### src/shared/katr_pkg.sv
// Purpose: Shared constants for the backplane AN / training register bank
// Assumes: 32-bit AHB-Lite, one word per register, byte address = 4 * index
// Notes: Offsets below are register indexes, not byte addresses
package katr_pkg;

   // Register indexes (byte address is index times four)
   localparam logic [9:0] IDX_BASE_UPPER = 10'h0c8;
   localparam logic [9:0] IDX_NEXT_LOWER = 10'h0c9;
   localparam logic [9:0] IDX_NEXT_UPPER = 10'h0ca;
   localparam logic [9:0] IDX_ABILITIES = 10'h0cb;
   localparam logic [9:0] IDX_TRAIN_CTRL = 10'h0d0;
   localparam logic [9:0] IDX_TRAIN_CMD = 10'h0d1;
   localparam logic [9:0] IDX_COEF_VALUE = 10'h0d4;
   localparam logic [9:0] IDX_IRQ_STATUS = 10'h0e0;
   localparam logic [9:0] IDX_IRQ_MASK = 10'h0e1;

   // Training control field positions
   localparam int CTL_ENABLE = 0;
   localparam int CTL_NO_MAX_WAIT = 1;
   localparam int CTL_QUICK = 2;
   localparam int CTL_PASS_ONE = 3;
   localparam int CTL_MAIN_LO = 4;
   localparam int CTL_PRPO_LO = 8;
   localparam int CTL_HYST_LO = 12;
   localparam int CTL_KEEP_PMA = 15;
   localparam int CTL_COEF_OVR = 16;
   localparam int CTL_WIDTH = 17;

   // Reset value: enable, pass_one, main 2, pre/post 1, hysteresis 010
   localparam logic [CTL_WIDTH-1:0] CTL_RESET = 17'h02129;

   // Strobe bit in the command register, value field width
   localparam int CMD_COEF_NEW = 4;
   localparam int COEF_WIDTH = 8;

   // Ability register field positions
   localparam int ABL_FEC_LO = 25;
   localparam int ABL_FAULT = 27;
   localparam int ABL_PAUSE_LO = 28;

   // Interrupt status bits
   localparam int IRQ_BASE_PAGE = 0;
   localparam int IRQ_NEXT_PAGE = 1;
   localparam int IRQ_TRAIN_FAIL = 2;
   localparam int IRQ_WIDTH = 3;

   // AHB transfer type bit, set for both NONSEQ and SEQ
   localparam int HTRANS_ACTIVE = 1;

   // Bus phase tracker, one-hot
   typedef enum logic [3:0] {
      PH_IDLE = 4'b0001,
      PH_WRITE = 4'b0010,
      PH_RD_WAIT = 4'b0100,
      PH_RD_DONE = 4'b1000
   } katr_phase_e;

endpackage

### src/katr_regs.sv
// Purpose: AHB-Lite register bank holding received AN pages and training control
// Assumes: AN receive and training state machines sit outside and use the ports
// Notes: Writes complete with no wait; reads insert one wait state
//
// What this block does
// Received base page captured, hardware updated only
// Base upper: tech [29:5], nonce [4:0]
// Next lower: NP, ACK, MP, SECOND_ACKNOWLEDGE, toggle
// Next upper bits 31:0 hold page 47:16
// Technology field bits 24:0 from partner
// FEC request bit 26, ability bit 25
// Partner remote fault in bit 27
// Pause bits 30:28 from D11:D10
// Control bit 0 enables training, resets 1
// Control bit 1 disables max-wait timeout
// Control bit 2 selects quick search
// Control bit 3 continues past minimum, resets 1
// Bits 7:4 main tap steps, reset 2
// Bits 11:8 pre/post steps, reset 1
// Bits 14:12 hysteresis code, reset 010
// Timeout enters failure; bit 15 keeps PMA
// Bit 16 hands coefficient commands to software
// New-coefficient strobe only honoured with override
// Writes to read-only registers ignored
//
// Our own choice: register access over AHB-Lite.
`timescale 1ns/100ps
`default_nettype none
module katr_regs
   import katr_pkg::*;
(
   input wire logic hclk, // Bus clock, 100 MHz
   input wire logic hresetn, // Asynchronous reset, active low
   input wire logic hsel, // Slave select
   input wire logic [31:0] haddr, // Byte address
   input wire logic [1:0] htrans, // Transfer type
   input wire logic hwrite, // Write when high
   input wire logic [2:0] hsize, // Transfer size, word only
   input wire logic [31:0] hwdata, // Write data
   input wire logic hready, // Bus ready
   output logic hreadyout, // Slave ready
   output logic hresp, // Always OKAY
   output logic [31:0] hrdata, // Read data
   input wire logic an_base_valid, // Base page received pulse
   input wire logic an_next_valid, // Next page received pulse
   input wire logic [47:0] an_rx_page, // Received page bits 47:0
   input wire logic lt_max_wait_done, // Max-wait timer expired pulse
   output logic lt_enable, // Training protocol enabled
   output logic lt_max_wait_enable, // Max-wait timer in force
   output logic lt_quick_mode, // Only init and preset tried
   output logic lt_pass_one, // Search beyond first minimum
   output logic [3:0] lt_main_steps, // Steps per main tap update
   output logic [3:0] lt_prpo_steps, // Steps per pre/post update
   output logic [4:0] lt_hysteresis, // Decoded error-count hysteresis
   output logic lt_failed, // Training in failure state
   output logic lt_pma_reinit, // Reinitialise PMA pulse
   output logic lt_auto_coef, // Generate partner commands
   output logic [COEF_WIDTH-1:0] lt_coef_cmd, // Software coefficient command
   output logic lt_coef_new, // Send software command pulse
   output logic irq // Level interrupt
);

   typedef struct packed {
      katr_phase_e phase;
      logic [9:0] idx;
      logic [31:0] base_upper;
      logic [15:0] next_lower;
      logic [31:0] next_upper;
      logic [31:0] abilities;
      logic [CTL_WIDTH-1:0] ctrl;
      logic [COEF_WIDTH-1:0] coef;
      logic coef_new;
      logic failed;
      logic pma_reinit;
      logic [IRQ_WIDTH-1:0] status;
      logic [IRQ_WIDTH-1:0] mask;
      logic [31:0] rdata;
   } katr_state_s;

   katr_state_s st_reg;
   katr_state_s st_next;

   // Hysteresis code to error-count amount; unlisted codes give none
   function automatic logic [4:0] hyst_decode(input logic [2:0] code);
      logic [4:0] v;
      v = 5'h00;
      // Code 101 is listed twice upstream; the 8 entry is kept
      case (code)
         3'h1: v = 5'h01;
         3'h2: v = 5'h02;
         3'h4: v = 5'h04;
         3'h5: v = 5'h08;
         default: v = 5'h00;
      endcase
      return v;
   endfunction

   // Read multiplexer; unmapped indexes read as zero
   function automatic logic [31:0] read_mux(input katr_state_s s);
      logic [31:0] v;
      v = 32'h0000_0000;
      case (s.idx)
         IDX_BASE_UPPER:
         begin
            v = s.base_upper;
         end
         IDX_NEXT_LOWER:
         begin
            v = {16'h0000, s.next_lower};
         end
         IDX_NEXT_UPPER:
         begin
            v = s.next_upper;
         end
         IDX_ABILITIES:
         begin
            v = s.abilities;
         end
         IDX_TRAIN_CTRL:
         begin
            v = {15'h0000, s.ctrl};
         end
         IDX_TRAIN_CMD:
         begin
            v = 32'h0000_0000; // Strobes read back as zero
         end
         IDX_COEF_VALUE:
         begin
            v = {24'h00_0000, s.coef};
         end
         IDX_IRQ_STATUS:
         begin
            v = {29'h0000_0000, s.status};
         end
         IDX_IRQ_MASK:
         begin
            v = {29'h0000_0000, s.mask};
         end
         default:
         begin
            v = 32'h0000_0000;
         end
      endcase
      return v;
   endfunction

   logic take;
   logic wr_now;
   logic [IRQ_WIDTH-1:0] events;
   logic fail_entry;

   // Address phase accepted when selected, an active transfer type, and the bus is ready
   assign take = hsel && hready && htrans[HTRANS_ACTIVE];
   assign wr_now = (st_reg.phase == PH_WRITE);
   // Timeout only counts while training runs and the timer is not disabled
   assign fail_entry = lt_max_wait_done && st_reg.ctrl[CTL_ENABLE]
      && !st_reg.ctrl[CTL_NO_MAX_WAIT] && !st_reg.failed;
   assign events = {fail_entry, an_next_valid, an_base_valid};

   // Next-state logic for bus phase, registers and training side effects
   always_comb
   begin
      st_next = st_reg;
      st_next.coef_new = 1'b0;
      st_next.pma_reinit = 1'b0;

      // Bus phase tracking
      case (st_reg.phase)
         PH_IDLE, PH_WRITE, PH_RD_DONE:
         begin
            // New address phase taken in idle or any closing data phase
            if (take)
            begin
               st_next.idx = haddr[11:2];
               st_next.phase = hwrite ? PH_WRITE : PH_RD_WAIT;
            end
            else
            begin
               st_next.phase = PH_IDLE;
            end
         end
         PH_RD_WAIT:
         begin
            // Extra cycle lets a write in the prior data phase land first
            st_next.rdata = read_mux(st_reg);
            st_next.phase = PH_RD_DONE;
         end
         default:
         begin
            st_next.phase = PH_IDLE;
         end
      endcase

      // Pages come only from the receive state machine
      if (an_base_valid)
      begin
         st_next.base_upper = {2'b00, an_rx_page[45:21], an_rx_page[20:16]};
         // Base page also feeds the decoded abilities
         st_next.abilities[24:0] = an_rx_page[45:21];
         st_next.abilities[ABL_FEC_LO+1] = an_rx_page[47];
         st_next.abilities[ABL_FEC_LO] = an_rx_page[46];
         st_next.abilities[ABL_FAULT] = an_rx_page[13];
         st_next.abilities[ABL_PAUSE_LO+2 -: 3] = {1'b0, an_rx_page[11:10]};
         // Reserved top bit reads zero
         st_next.abilities[31] = 1'b0;
      end
      if (an_next_valid)
      begin
         // Lower word keeps every page bit 15:0, not only the flags
         st_next.next_lower = an_rx_page[15:0];
         st_next.next_upper = an_rx_page[47:16];
      end

      // Register writes; read-only indexes fall through untouched
      if (wr_now)
      begin
         case (st_reg.idx)
            IDX_TRAIN_CTRL:
            begin
               // Whole control word; upper bus bits have no storage
               st_next.ctrl = hwdata[CTL_WIDTH-1:0];
            end
            IDX_TRAIN_CMD:
            begin
               // Software strobe is dropped unless override is on
               st_next.coef_new = hwdata[CMD_COEF_NEW] && st_reg.ctrl[CTL_COEF_OVR];
            end
            IDX_COEF_VALUE:
            begin
               // Command value waits here until the strobe sends it
               st_next.coef = hwdata[COEF_WIDTH-1:0];
            end
            IDX_IRQ_MASK:
            begin
               // Mask bits line up with the status bits
               st_next.mask = hwdata[IRQ_WIDTH-1:0];
            end
            IDX_IRQ_STATUS:
            begin
               // Write one to clear; zeros leave bits alone
               st_next.status = st_reg.status & ~hwdata[IRQ_WIDTH-1:0];
            end
            IDX_BASE_UPPER, IDX_NEXT_LOWER, IDX_NEXT_UPPER, IDX_ABILITIES:
            begin
               // Partner pages belong to the receive side only
               st_next.status = st_next.status;
            end
            default:
            begin
               // Unmapped index: write is dropped
               st_next.status = st_next.status;
            end
         endcase
      end

      // New events win over a clear in the same cycle
      st_next.status = st_next.status | events;

      // Failure state entry; PMA reinit unless software asked to keep it
      if (fail_entry)
      begin
         st_next.failed = 1'b1;
         st_next.pma_reinit = !st_reg.ctrl[CTL_KEEP_PMA];
      end
      else if (!st_next.ctrl[CTL_ENABLE])
      begin
         st_next.failed = 1'b0; // Disabling training leaves failure
      end
   end

   // State register
   always_ff @(posedge hclk or negedge hresetn)
   begin
      if (!hresetn)
      begin
         st_reg <= '{phase: PH_IDLE, ctrl: CTL_RESET, default: '0};
      end
      else
      begin
         st_reg <= st_next;
      end
   end

   // Bus answers: only the read wait phase stalls
   assign hreadyout = (st_reg.phase != PH_RD_WAIT);
   assign hresp = 1'b0;
   assign hrdata = st_reg.rdata;

   // Training run and timer switches
   assign lt_enable = st_reg.ctrl[CTL_ENABLE];
   assign lt_max_wait_enable = !st_reg.ctrl[CTL_NO_MAX_WAIT];

   // Search options for the error-rate walk
   assign lt_quick_mode = st_reg.ctrl[CTL_QUICK];
   assign lt_pass_one = st_reg.ctrl[CTL_PASS_ONE];

   // Step sizes; a zero step is stored as written, software must avoid it
   assign lt_main_steps = st_reg.ctrl[CTL_MAIN_LO +: 4];
   assign lt_prpo_steps = st_reg.ctrl[CTL_PRPO_LO +: 4];

   // Hysteresis leaves decoded so the trainer needs no table
   assign lt_hysteresis = hyst_decode(st_reg.ctrl[CTL_HYST_LO +: 3]);

   // Failure state and its one-cycle reinit request
   assign lt_failed = st_reg.failed;
   assign lt_pma_reinit = st_reg.pma_reinit;

   // Coefficient hand-off to software when override is set
   assign lt_auto_coef = !st_reg.ctrl[CTL_COEF_OVR];
   assign lt_coef_cmd = st_reg.coef;
   assign lt_coef_new = st_reg.coef_new;

   // Interrupt level follows unmasked sticky status
   assign irq = |(st_reg.status & st_reg.mask);

endmodule
`default_nettype wire

### config.mk
export PLATFORM = sky130hd
export DESIGN_NAME = katr_regs
export DESIGN_NICKNAME = d
export VERILOG_FILES = /design/src/shared/katr_pkg.sv /design/src/katr_regs.sv
export SDC_FILE = /design/constraint.sdc
export NUM_CORES = 1
export LEC_CHECK = 0
export ABC_AREA = 0
export BUFFER_PORTS_ARGS = -buffer_cell sky130_fd_sc_hd__buf_2
export CAP_MARGIN = 20
export CORE_ASPECT_RATIO = 2
export CORE_MARGIN = 2
export CORE_UTILIZATION = 25
export CTS_BUF_LIST = sky130_fd_sc_hd__clkbuf_4
export DETAILED_ROUTE_END_ITERATION = 10
export HOLD_SLACK_MARGIN = 0.03
export PLACE_DENSITY = 0.55
export SLEW_MARGIN = 5
export SYNTH_ARGS = -nofsm -noshare
export SYNTH_HDL_FRONTEND = slang
export SYNTH_SLANG_ARGS = --single-unit
### constraint.sdc
create_clock -name hclk -period 2.5 [get_ports hclk]
set_input_delay 0.25 -clock hclk [delete_from_list [all_inputs] [get_ports hclk]]
set_output_delay 0.25 -clock hclk [all_outputs]
set_load 0.005 [all_outputs]
Yosys cells after proc, flatten, opt, wreduce, memory -nomap -nowiden:

Cells that the tools add are included.

* flip-flop bits (word level): 188
* input bits: 125
* logic and storage cells: 69
* output and inout port bits: 64

* muxes and demuxes: 15
* reductions and logical operators: 16
* equal/unequal tests: 19
* bitwise gates (word level): 4

Operator list (count)
* $pmux 32 s8: 1
* $eq 10x8->1 const B: 9
* $pmux 4 s4: 1
* $mux 3: 4
* $mux 10: 1
* $mux 8: 1
* $pmux 4 s2: 1
* $reduce_and 2->1: 4
* $and 3x3->3: 2
* $eq 3x3->1 const B: 2
* $logic_and 1x1->1: 6
* $mux 6: 1
* $reduce_or 3->1: 2
* $mux 1: 5
* $eq 4x1->1 const B: 1
* $eq 4x2->1 const B: 1
* $eq 4x3->1 const B: 1
* $eq 4x4->1 const B: 1
* $logic_not 1->1: 4
* $ne 4x3->1 const B: 1
* $eq 3x1->1 const B: 1
* $eq 3x2->1 const B: 1
* $not 3->3: 1
* $or 3x3->3: 1
* $ne 2x1->1 const B: 1

Depth between registers and ports, before layout:

* word-level depth: 5
* depth in mapped cells: 7
* mapped depth without buffers: 5

Worst setup path after synthesis:

OpenSTA, ideal clock, no wires.

* path kind: register to register
* start point: register st_reg[179] (netlist name)
* end point: register st_reg (netlist bit lt_failed)
* setup slack: 0.248 ns
* buffers on the path: 2
* arrival time: 2.133 ns
* cell stages (with the launch flop): 8
* setup time: 0.119 ns
* cell sequence: dfrtp_1 buf_6 or4_1 buf_2 nor4_4 nand2_4 mux2_4 a21bo_1

RTL lines
* start, declared: RTL line katr_regs.sv:80 `katr_state_s st_reg;`
* start signal, assigned: RTL line katr_regs.sv:280 `st_reg <= st_next;`

Final worst setup path:

* start point: register st_reg[181] (netlist name)
* end point: register st_reg[34] (netlist name)

* word-level cells in the longest chain between the ends: 2

Ends and longest elaborated chain
* $eq 10x8->1: RTL line katr_regs.sv:217 `case (st_reg.idx)`
* $reduce_and 2->1 (no line)

No other way between the ends.
A chain may end at the register's enable or synchronous reset.

==> results by group <==
Run status
  • Outcome: complete, no violations

Pwr
  • Sw Pwr: 1.75 mW
  • LEAKAGE: 4.19 nW
  • Reg power frac: 52.8%
  • VDD IR max: 0.000329 V
  • Pwr dens: 593 nW/um^2
  • Switching share of total power: 31.1%
  • Comb power frac: 19.5%
  • Clock network power share: 27.7%
  • Int Power: 3.88 mW

Global route
  • First-pass GRT wire length: 31.5 mm
  • Remaining global-route overflow: 0
  • Initial antenna violation count: 1
  • Vias in the first global route: 5447
  • Gr usage total: 12.8%
  • Largest net degree at the start of global routing: 64

Timing
  • Max Clock Freq: 435 MHz
  • Relative slew slack: 60.0%
  • # setup viols final: 0
  • Worst slew pin tran: 601 ps
  • RSZ-0062 raised after global routing: no
  • Fin crit period: 2300 ps
  • Pins over their slew limit: 0
  • Final Hold Fails: 0
  • Fin crit share: 91.9%
  • Setup TNS: 0 ps
  • Layout Skew: 23.1 ps

Die
  • Die area: 31700 sq um
  • Die W: 127 um
  • Die height: 250 um
  • Core Footprint: 30000 sq um
  • I/O pin cnt: 189
  • Site Rows: 90
  • Initial Util: 25.2%

Synthesis
  • Avg Inst Size Synth: 13.3 sq um
  • Top FF cell, synth: dfrtp_1
  • Post-synth EDFFs: 0
  • Synthesized flop and latch total: 163
  • Post-synthesis cell area: 7560 sq um
  • Ys async rst share: 100%
  • Cells after synthesis: 568
  • Synth warn: 0
  • Sequential area share after synthesis: 54.1%
  • Cell variety after synth: 48

Clocking
  • Root buffer cell: clkbuf_4
  • Clock latency on the worst-skew pair: 580 ps
  • Clock buffer depth: 2
  • TritonCTS clock tree: built
  • Post-CTS setup buffer count: 0
  • # clock sinks: 163
  • Clock-pin slew on the worst setup and hold paths: 170 ps
  • Num CTS Buffers: 17
  • CTS H-tree depth: 4

Route
  • Starting DRC count in detailed routing: 255
  • Drt wl/cell: 17.6 um
  • Total number of vias: 5219
  • Vias/cell: 4.62
  • # DRC: 0
  • Routed Antenna Nets: 0
  • Routed WL: 19.9 mm
  • Pre-Repair DR Iteration Count: 4

Setup path
  • FF-to-FF Start: st_reg[181]
  • CP arrival: 2760 ps
  • Crit path capture type: flip-flop
  • Crit path required time: 2970 ps
  • Reg2reg path depth: 4
  • Worst Path Max Fanout: 9
  • Critical path class: flip-flop to flip-flop
  • CP Launch Point: st_reg[181]
  • CP Launch Type: flip-flop

Placement
  • # port buffers: 145
  • Gpl congestion: 0.809
  • Post-detail-place hpwl: 13.7 mm

Hold path
  • Min-delay worst type: primary input to async pin

Layout
  • Area growth from synthesis to layout: 25.6%
  • Nets: 873
  • Layout cells sized above 1: 47.3%
  • Max reg flops: 109
  • Core Util, Final: 31.7%

Job
  • Maximum Capacitance Violations: 0
-- cells in the mapped netlist (7+ instances only) --
cell / number / share of area (%)
nand2_1: 38 / 1.9
a21oi_1: 8 / 0.53
dfrtp_1: 157 / 52
o31ai_1: 13 / 1.3
o21ai_0: 19 / 1.3
a22oi_1: 22 / 2.2
buf_1: 7 / 0.35
mux4_2: 16 / 4.8
buf_4: 50 / 5.0
mux2_2: 134 / 20
clkbuf_1: 20 / 0.99
-- cells in the final DEF, fill, tap and decap left out, types with 2 or more instances in the layout --
| cell | instances |
|---|---|
| nand2_1 | 38 |
| a22oi_1 | 22 |
| inv_1 | 6 |
| a22o_1 | 6 |
| nand4b_1 | 4 |
| nand4_1 | 3 |
| nor4_1 | 3 |
| mux2i_1 | 3 |
| conb_1 | 2 |
| and4b_1 | 2 |
| nor4b_1 | 3 |
| clkbuf_4 | 17 |
| inv_8 | 2 |
| o31ai_1 | 13 |
| dlygate4sd3_1 | 78 |
| nor2_1 | 6 |
| clkinv_8 | 4 |
| clkinv_4 | 5 |
| buf_12 | 2 |
| mux4_2 | 16 |
| nor4_4 | 2 |
| mux2_2 | 134 |
| and2_1 | 3 |
| dfstp_2 | 6 |
| a21oi_1 | 8 |
| nor3b_1 | 3 |
| o21ai_0 | 19 |
| buf_4 | 19 |
| dfrtp_1 | 156 |
| a21o_1 | 3 |
| buf_2 | 144 |
| inv_6 | 3 |
| nand3_1 | 3 |
-- cell families after synthesis --
group / count (synthesis) / synth area share, %
multiplexers: 154 / 25.3
buffers and inverters: 91 / 7.28
AND/OR/NAND/NOR: 79 / 6.01
flip-flops: 163 / 54.1
other: 1 / 0.0496
XOR/XNOR: 1 / 0.116
AO/OA/AOI/OAI: 79 / 7.17
-- layout make-up --
| type | instances | area (sq um) |
|---|---|---|
| repair buffers | 244 | 1700 |
| flip-flops and latches | 163 | 4090 |
| fillers | 3033 | 20500 |
| multi-input cells | 315 | 2930 |
| clock inverters | 15 | 165 |
| diodes | 1 | 2.50 |
| clock buffers | 17 | 128 |
| inverters | 7 | 26.3 |
| well taps | 368 | 460 |
-- through the flow --
stage | setup slack (ps) | hold WS (ps) | power, mW | instance area, sq um | cells
finish | 202 | 202 | 5.64 | 9500 | 1130
CTS | 11.1 | 175 | 5.74 | 9490 | 1129
global route | 48.0 | 186 | 5.94 | 9500 | 1130
floorplan | 248 | -45.6 | 3.65 | 7560 | 569
detailed placement | 244 | 284 | 4.04 | 8420 | 1019
global placement | 262 | 276 | 4.02 | 8420 | 1019
-- critical path, stage by stage (launching register included) --
cell and delay [ps]:
dfrtp_1 420, or4_1 720, nor4b_1 530, nand2_1 200, mux2_2 310
-- repair_timing --
action	in CTS	in global routing
resized for setup	0	1
endpoints found under the setup margin	0	1
hold buffers	78	0
hold endpoints to repair	189	0
-- power by group through the flow --
stage,sequential (mW),combinational (mW),clock (mW)
5_1_grt,3.01,1.20,1.74
2_1_floorplan,2.96,0.687,0
6_report,2.98,1.10,1.56
4_1_cts,2.98,1.11,1.65
3_3_place_gp,3.02,0.999,0
3_5_place_dp,3.03,1.01,0
-- per-layer routing --
layer / track usage, % / wire length (um) / up-vias
met2: 20.3 / 9390 / 172
li1: - / - / 2381
met4: 3.01 / 118 / 0
met5: 0 / 0 / -
met3: 2.85 / 1040 / 11
met1: 17.8 / 9330 / 2655
-- worst paths after layout --
kind | to | slack, ps
worst max-delay path | st_reg[34] | 200
worst min-delay path | hrdata[0] | 200
worst max register to register | st_reg[34] | 200
worst min register to register | lt_pma_reinit | 470
max in group asynchronous | lt_pass_one | 1440
min in group hclk | st_reg[189] | 270
No activity file was read; power rests on OpenSTA's default activity.
